## src/pwa_map.svh

```systemverilog
// Register offsets, field positions, reset values and timing counts
`ifndef PWA_MAP_SVH
`define PWA_MAP_SVH

`define PWA_OFF_WARN      8'hE8
`define PWA_OFF_HIST      8'hEA
`define PWA_OFF_TEMP_HI   8'hEE
`define PWA_OFF_TEMP_LO   8'hEF
`define PWA_OFF_IRQ_STAT  8'hF8
`define PWA_OFF_IRQ_MASK  8'hF9

`define PWA_WARN_FLAG_LSB 4
`define PWA_WARN_BANK_LSB 2
`define PWA_WARN_SPD_LSB  0
`define PWA_HIST_LSB      4

`define PWA_WARN_RST      8'h00
`define PWA_HIST_RST      4'h0
`define PWA_IRQ_RST       8'h00

`define PWA_FCS_DEPTH     3
`define PWA_CLK_HZ        100000000
`define PWA_SPD0_HZ       1500000
`define PWA_SPD1_HZ       750000
`define PWA_SPD2_HZ       375000
`define PWA_SPD3_HZ       187000
`define PWA_DIV0          (`PWA_CLK_HZ / `PWA_SPD0_HZ)
`define PWA_DIV1          (`PWA_CLK_HZ / `PWA_SPD1_HZ)
`define PWA_DIV2          (`PWA_CLK_HZ / `PWA_SPD2_HZ)
`define PWA_DIV3          (`PWA_CLK_HZ / `PWA_SPD3_HZ)

`endif

```

## src/pwa_pkg.sv

```systemverilog
// Types shared by the agent warning status block
package pwa_pkg;

  typedef enum logic [1:0] {
    PWA_SPD_1M5  = 2'b00,
    PWA_SPD_750K = 2'b01,
    PWA_SPD_375K = 2'b10,
    PWA_SPD_187K = 2'b11
  } pwa_speed_e;

  // One finished link transaction
  typedef struct packed {
    logic        done;
    logic [1:0]  agent;
    logic        fcs_bad;
    logic        absent;
    logic [15:0] temp;
  } pwa_txn_s;

  // Whole state of the top module
  typedef struct packed {
    pwa_speed_e  speed;
    logic [1:0]  bank;
    logic [3:0]  hist;
    logic [3:0]  alert_prev;
    logic [3:0]  absent_prev;
    logic [7:0]  temp_hi;
    logic [7:0]  temp_lo;
    logic [7:0]  irq_stat;
    logic [7:0]  irq_mask;
    logic [7:0]  rdata;
    logic        irq;
  } pwa_state_s;

endpackage

```

## src/pwa_top.sv

```systemverilog
// Agent warning flags, alert history and banked temperature registers
`timescale 1ns/1ps
`include "pwa_map.svh"
module pwa_top
  import pwa_pkg::*;
#(
  parameter int AGENTS = 4
) (
  input  wire logic       SYS_CLK_I,
  input  wire logic       RSTN_I,
  input  wire logic [7:0] REG_ADDR_I,
  input  wire logic [7:0] REG_WDATA_I,
  input  wire logic       REG_WR_I,
  input  wire logic       REG_RD_I,
  input  wire pwa_txn_s   TXN_I,
  output logic      [7:0] REG_RDATA_O,
  output logic      [1:0] SPEED_SEL_O,
  output logic            BIT_TICK_O,
  output logic            IRQ_O
);

  pwa_state_s        q;
  pwa_state_s        d;
  logic [AGENTS-1:0] trk_alert;
  logic [AGENTS-1:0] trk_absent;
  logic [AGENTS-1:0] trk_upd;
  logic [3:0]        alert_rise;
  logic [3:0]        absent_rise;
  logic              rd_hist;
  logic              rd_stat;
  logic              tick;

  // Warning register image: flags, bank and speed
  function automatic logic [7:0] warn_word(
    input logic [1:0] bank,
    input logic [1:0] spd,
    input logic [3:0] alert,
    input logic [3:0] absent
  );
    logic [3:0] flags;
    flags = bank[1] ? absent : alert;
    warn_word = {flags, bank, spd};
  endfunction

  // History register image, gated by bank bit 0
  function automatic logic [7:0] hist_word(
    input logic       show,
    input logic [3:0] hist
  );
    hist_word = show ? {hist, 4'h0} : 8'h00;
  endfunction

  // Route each transaction to its agent tracker
  always_comb begin
    trk_upd = '0;
    if (TXN_I.done) begin
      trk_upd[TXN_I.agent] = 1'b1;
    end
  end

  // One FCS and presence tracker per agent
  genvar g;
  generate
    for (g = 0; g < AGENTS; g++) begin : g_trk
      pwa_flag_track #(
        .DEPTH (`PWA_FCS_DEPTH)
      ) u_trk (
        .clk_i     (SYS_CLK_I),
        .rstn_i    (RSTN_I),
        .upd_i     (trk_upd[g]),
        .fcs_bad_i (TXN_I.fcs_bad),
        .absent_i  (TXN_I.absent),
        .alert_o   (trk_alert[g]),
        .absent_o  (trk_absent[g])
      );
    end
  endgenerate

  // Link bit-rate enable from the speed field
  pwa_rate_div u_div (
    .clk_i   (SYS_CLK_I),
    .rstn_i  (RSTN_I),
    .speed_i (q.speed),
    .tick_o  (tick)
  );

  // Rising edges of the tracker outputs
  assign alert_rise  = trk_alert & ~q.alert_prev;
  assign absent_rise = trk_absent & ~q.absent_prev;

  // Reads that clear sticky bits
  assign rd_hist = REG_RD_I && (REG_ADDR_I == `PWA_OFF_HIST) && q.bank[0];
  assign rd_stat = REG_RD_I && (REG_ADDR_I == `PWA_OFF_IRQ_STAT);

  // Next-state logic for registers and read data
  always_comb begin
    d             = q;
    d.alert_prev  = trk_alert;
    d.absent_prev = trk_absent;

    // Alert rise bits, set beats read clear
    if (rd_hist) begin
      d.hist = `PWA_HIST_RST;
    end
    d.hist = d.hist | alert_rise;

    // Interrupt status, set beats read clear
    if (rd_stat) begin
      d.irq_stat = `PWA_IRQ_RST;
    end
    d.irq_stat = d.irq_stat | {absent_rise, alert_rise};

    // Latest good temperature sample
    if (TXN_I.done && !TXN_I.absent && !TXN_I.fcs_bad) begin
      d.temp_hi = TXN_I.temp[15:8];
      d.temp_lo = TXN_I.temp[7:0];
    end

    // Software writes
    if (REG_WR_I) begin
      unique case (REG_ADDR_I)
        `PWA_OFF_WARN: begin
          d.bank  = REG_WDATA_I[`PWA_WARN_BANK_LSB +: 2];
          d.speed = pwa_speed_e'(REG_WDATA_I[`PWA_WARN_SPD_LSB +: 2]);
        end
        `PWA_OFF_IRQ_MASK: begin
          d.irq_mask = REG_WDATA_I;
        end
        default: begin
        end
      endcase
    end

    // Read data, zero for unmapped offsets
    d.rdata = 8'h00;
    if (REG_RD_I) begin
      unique case (REG_ADDR_I)
        `PWA_OFF_WARN: begin
          d.rdata = warn_word(q.bank, q.speed, trk_alert, trk_absent);
        end
        `PWA_OFF_HIST: begin
          d.rdata = hist_word(q.bank[0], q.hist);
        end
        `PWA_OFF_TEMP_HI: begin
          unique case (q.bank)
            2'b00:   d.rdata = q.temp_hi;
            2'b01:   d.rdata = {4'h0, trk_absent};
            default: d.rdata = 8'h00;
          endcase
        end
        `PWA_OFF_TEMP_LO: begin
          unique case (q.bank)
            2'b00:   d.rdata = q.temp_lo;
            default: d.rdata = 8'h00;
          endcase
        end
        `PWA_OFF_IRQ_STAT: begin
          d.rdata = q.irq_stat;
        end
        `PWA_OFF_IRQ_MASK: begin
          d.rdata = q.irq_mask;
        end
        default: begin
          d.rdata = 8'h00;
        end
      endcase
    end

    // Level interrupt while an unmasked status bit is set
    d.irq = |(d.irq_stat & d.irq_mask);
  end

  // State register, everything zero at reset
  always_ff @(posedge SYS_CLK_I or negedge RSTN_I) begin
    if (!RSTN_I) begin
      q <= '0;
    end else begin
      q <= d;
    end
  end

  // Outputs straight from flops
  assign REG_RDATA_O = q.rdata;
  assign SPEED_SEL_O = q.speed;
  assign BIT_TICK_O  = tick;
  assign IRQ_O       = q.irq;

endmodule

```

## src/pwa_flag_track.sv

```systemverilog
// Per-agent FCS history and presence tracker
`timescale 1ns/1ps
`include "pwa_map.svh"
module pwa_flag_track #(
  parameter int DEPTH = `PWA_FCS_DEPTH
) (
  input  wire logic clk_i,
  input  wire logic rstn_i,
  input  wire logic upd_i,
  input  wire logic fcs_bad_i,
  input  wire logic absent_i,
  output logic      alert_o,
  output logic      absent_o
);

  typedef struct packed {
    logic [DEPTH-1:0] fcs_hist;
    logic             absent;
  } pwa_trk_s;

  pwa_trk_s q;
  pwa_trk_s d;

  // Shift in one result per transaction of this agent
  always_comb begin
    d = q;
    if (upd_i) begin
      d.fcs_hist = {q.fcs_hist[DEPTH-2:0], fcs_bad_i};
      d.absent   = absent_i;
    end
  end

  always_ff @(posedge clk_i or negedge rstn_i) begin
    if (!rstn_i) begin
      q <= '0;
    end else begin
      q <= d;
    end
  end

  // Alert while any of the last transactions failed
  assign alert_o  = |q.fcs_hist;
  assign absent_o = q.absent;

endmodule

```

## src/pwa_rate_div.sv

```systemverilog
// Link bit-rate enable divider
`timescale 1ns/1ps
`include "pwa_map.svh"
module pwa_rate_div
  import pwa_pkg::*;
(
  input  wire logic       clk_i,
  input  wire logic       rstn_i,
  input  wire pwa_speed_e speed_i,
  output logic            tick_o
);

  typedef struct packed {
    logic [9:0] cnt;
    logic       tick;
  } pwa_div_s;

  pwa_div_s q;
  pwa_div_s d;

  // Cycles per link bit for a speed code
  function automatic logic [9:0] div_of(input pwa_speed_e s);
    unique case (s)
      PWA_SPD_1M5:  div_of = 10'(`PWA_DIV0);
      PWA_SPD_750K: div_of = 10'(`PWA_DIV1);
      PWA_SPD_375K: div_of = 10'(`PWA_DIV2);
      PWA_SPD_187K: div_of = 10'(`PWA_DIV3);
    endcase
  endfunction

  // Count up, pulse and wrap at the period end
  always_comb begin
    d      = q;
    d.tick = 1'b0;
    if (q.cnt >= div_of(speed_i) - 10'h001) begin
      d.cnt  = 10'h000;
      d.tick = 1'b1;
    end else begin
      d.cnt = q.cnt + 10'h001;
    end
  end

  always_ff @(posedge clk_i or negedge rstn_i) begin
    if (!rstn_i) begin
      q <= '0;
    end else begin
      q <= d;
    end
  end

  assign tick_o = q.tick;

endmodule

```

## config.mk

```make
export PLATFORM = sky130hd
export DESIGN_NAME = pwa_top
export DESIGN_NICKNAME = d
export VERILOG_FILES = /design/src/pwa_pkg.sv /design/src/pwa_top.sv /design/src/pwa_flag_track.sv /design/src/pwa_rate_div.sv
export VERILOG_INCLUDE_DIRS = /design/src
export SDC_FILE = /design/constraint.sdc
export NUM_CORES = 1
export LEC_CHECK = 0
export ABC_AREA = 0
export BUFFER_PORTS_ARGS = -buffer_cell sky130_fd_sc_hd__clkbuf_2
export CORE_UTILIZATION = 46
export CTS_BUF_LIST = sky130_fd_sc_hd__clkbuf_4
export CTS_CLUSTER_DIAMETER = 150
export CTS_CLUSTER_SIZE = 24
export DETAILED_ROUTE_END_ITERATION = 12
export PLACE_DENSITY_LB_ADDON = 0.2
export SETUP_SLACK_MARGIN = 0.1
export SYNTH_ARGS = -nofsm -noshare
export SYNTH_HDL_FRONTEND = slang
export SYNTH_SLANG_ARGS = --single-unit
```

## constraint.sdc

```tcl
create_clock -name SYS_CLK_I -period 6 [get_ports SYS_CLK_I]
set_clock_uncertainty 0.1 [all_clocks]
set_input_delay 0.6 -clock SYS_CLK_I [delete_from_list [all_inputs] [get_ports SYS_CLK_I]]
set_output_delay 0.6 -clock SYS_CLK_I [all_outputs]
set_load 0.05 [all_outputs]
```

==> impl_results.md <==
* Status: completed
* Setup CP Type: in -> reg
* Critical Path Slowest Stage Cell: or4b_1
* CTS max path bufs at 2
* # setup viols final at 0
* Placed wire-length estimate at 5.78 mm
* Power per cell area at 295 mW/mm2
* Antenna Nets Post-Route at 0
* First-pass GRT wire length at 12.9 mm
* Die Ht at 93.3 um
* Period minus WS final at 2550 ps
* Core area at 0.00789 mm2
* Arr. time, crit path at 2770 ps
* Worst slew pin tran at 1000 ps
* Fin nets at 416
* Pins Over Slew Limit at 0
* Largest net degree at the start of global routing at 85
* Post-Syn Nets at 367
* Post-CTS sizing at 0
* Total CTS buffers at 9
* Clock Sink Count at 84
* RD Place Congestion at 0.784
* Antenna violations before repair at 0
* Worst-path fanout max at 9
* Max rail drop VDD at 0.170 mV
* Syn Area/Cell at 12.2 um2
* Vias/cell at 5.44
* Final Cell Area at 0.00425 mm2
* Min-Delay Path Class: in -> async
* Worst reg2reg path endpoint: u_div.q[1]$_DFF_PN0_
* R2R cell count at 9
* DR pass1 iterations at 5
* Syn-to-layout area delta at 10.7%
* Die Area at 0.00871 mm2
* RR Startpoint: SPEED_SEL_O[0]$_DFFE_PN0P_
* Post-CTS Hold Fix Bufs at 0
* YS warnings at 0
* Fin crit share at 0.425
* Critical path startpoint: REG_ADDR_I[1]
* Synth Instances at 314
* Fillers at 705
* CTS tree: built
* R2r setup slk at 3540 ps
* Fmax achieved at 392 MHz
* Mapped Area at 0.00383 mm2
* CTS Root Buffer Type: clkbuf_4
* Starting Density at 0.486
* Final Hold Viols at 0
* Die W at 93.3 um
* Antenna cells at 0
* Vias in the first global route at 2539
* Num ports at 53
* DR DRC count at 0
* Grt total ovfl at 0
* Port-buffer cells at 52
* Distinct cells, synth at 44
* RSZ-0062 raised after global routing: false
* Clk_lat worst skew at 430 ps
* Slew headroom at 0.330
* Total number of vias at 2559
* Cell Area, Placed at 0.00414 mm2
* Drt wl/cell at 16.6 um
* Critical path data required time at 6220 ps
* Setup crit end kind: register
* Clock-pin slew on the worst setup and hold paths at 130 ps
* Biggest cell delay along the critical path at 500 ps
* Post-CTS Setup Bufs at 0
* Leakage at 1.96 nW
* Sequential element share of the synthesized area at 0.548
* Setup TNS at 0 ps
* Site row count at 32
* Delay-heaviest family, CP: simple AND/OR/NAND/NOR gates
* Total track usage at 0.200
* 1st-iter DRT viols at 190
* Critical-path cell list: clkbuf_2, nor4bb_1, and3_1, nand2_4, mux2_4, a22o_1, or4b_1
* Startpoint types: input pin
* CTS H-tree depth at 3
* Post-Route WL at 7.79 mm
* Max-cap violation count at 0
* Bufs and invs on worst path at 1
* Yosys reg bits at 84
* Share of cells above drive strength 1 at 0.304
==> final cells by class <==
cell class	instances	area (um2)	share of cell area
inverter	16	60.1	0.0141
timing repair buffer	54	278	0.0654
sequential	84	2100	0.495
clock buffer	10	75.1	0.0177
tap	102	128	0.0301
multi-input combinational	198	1570	0.370
clock inverter	6	31.3	0.00737
==> worst max path at each step <==
stage / depth (start not counted) / to / slack (ps)
final: 7 / IRQ_O$_DFF_PN0_ / 3450
after global routing: 9 / u_div.q[8]$_DFF_PN0_ / 3300
after CTS: 7 / IRQ_O$_DFF_PN0_ / 3470
after detailed placement: 7 / IRQ_O$_DFF_PN0_ / 2990
after global placement: 7 / IRQ_O$_DFF_PN0_ / 3050
after floorplan: 7 / IRQ_O$_DFF_PN0_ / 3480
==> power breakdown <==
group | internal [W] | switching (W) | total [W] | leakage (nW)
Combinational | 0.000124 | 0.000130 | 0.000254 | 0.901
Sequential | 0.000660 | 0.0000729 | 0.000733 | 1.01
Clock | 0.0000850 | 0.000181 | 0.000266 | 0.0549
Total | 0.000868 | 0.000384 | 0.00125 | 1.96
==> cells by family (layout without fill, tap and decap cells) <==
| family | count (synthesis) | count (layout) | synth area share |
|---|---|---|---|
| AOI/OAI and AO/OA | 62 | 62 | 0.118 |
| xor gates and xnor gates | 9 | 9 | 0.0206 |
| adders and majority gates | 12 | 12 | 0.0392 |
| buffers and inverters | 32 | 86 | 0.0434 |
| DFF | 84 | 84 | 0.548 |
| muxes | 46 | 46 | 0.140 |
| other | 1 | 1 | 0.000978 |
| and+or+nand+nor | 68 | 68 | 0.0904 |
==> state kept, by name, indices dropped and copies added (netlist names) <==
signal	count
SPEED_SEL_O	2
g_trk.u_trk.absent_o	4
g_trk.u_trk.q	12
u_div.tick_o	1
REG_RDATA_O	8
q	46
u_div.q	10
IRQ_O	1
==> layer usage <==
| layer | wire (um) | GRT usage | vias to the layer above |
|---|---|---|---|
| met5 | 0 | 0 | - |
| met4 | 79 | 0.0500 | 0 |
| met3 | 434 | 0.0642 | 8 |
| met2 | 3560 | 0.305 | 62 |
| met1 | 3720 | 0.279 | 1266 |
| li1 | - | - | 1223 |
==> through the flow <==
step	instances	worst slack, ps	power, W	utilization	hold slack, ps
6_report	470	3450	0.00125	0.538	229
3_3_place_gp	454	3050	0.000990	0.525	306
2_1_floorplan	314	3480	0.000911	-	204
3_5_place_dp	454	2990	0.00100	0.525	304
5_1_grt	470	3300	0.00133	0.538	244
4_1_cts	470	3470	0.00127	0.538	241
==> placed cells by master, fill, tap and decap left out, types with 2 or more instances in the layout <==
master / count
a22o_1: 6
a21o_1: 12
nand2_1: 15
nor2_1: 19
mux2_1: 4
ha_1: 12
xnor2_1: 4
mux2_4: 5
xor2_1: 5
o21ai_0: 7
clkbuf_4: 10
dfrtp_1: 84
clkinv_1: 3
a21boi_1: 4
nor3_1: 6
a2bb2oi_1: 2
inv_1: 16
a31oi_1: 4
clkinvlp_4: 2
nand3_1: 7
and3_1: 4
buf_4: 3
nor2b_1: 2
clkbuf_2: 51
a21oi_1: 5
a22oi_1: 15
nand3b_1: 2
nand2b_1: 2
a222oi_1: 4
mux2_2: 36
==> cells in the mapped netlist, drive strengths merged <==
| cell | number | share of area |
|---|---|---|
| nand3 | 7 | 0.0091 |
| nor2b | 2 | 0.0033 |
| or2 | 2 | 0.0033 |
| a221o | 1 | 0.0026 |
| nand3b | 2 | 0.0039 |
| a31o | 1 | 0.0023 |
| ha | 12 | 0.039 |
| a31oi | 4 | 0.0065 |
| nand2b | 2 | 0.0033 |
| nand4b | 1 | 0.0023 |
| xor2 | 5 | 0.011 |
| nor4bb | 1 | 0.0026 |
| nand4 | 1 | 0.0016 |
| mux2i | 1 | 0.0026 |
| and4 | 1 | 0.0023 |
| dfrtp | 84 | 0.55 |
| a22oi | 15 | 0.029 |
| a22o | 6 | 0.014 |
| o21ai | 8 | 0.010 |
| a222oi | 4 | 0.010 |
| a21oi | 5 | 0.0065 |
| xnor2 | 4 | 0.0091 |
| a21o | 12 | 0.023 |
| mux2 | 45 | 0.14 |
| a2bb2oi | 2 | 0.0046 |
| or4b | 1 | 0.0026 |
| clkbuf | 4 | 0.0039 |
| nor3 | 6 | 0.0078 |
| nor2 | 19 | 0.019 |
| nand2 | 17 | 0.019 |
| nor3b | 2 | 0.0039 |
| buf | 12 | 0.024 |
| inv | 16 | 0.016 |
| conb | 1 | 0.00098 |
| and3 | 4 | 0.0065 |
| a21boi | 4 | 0.0078 |
Note: power is estimated with default switching activity, not from simulation.
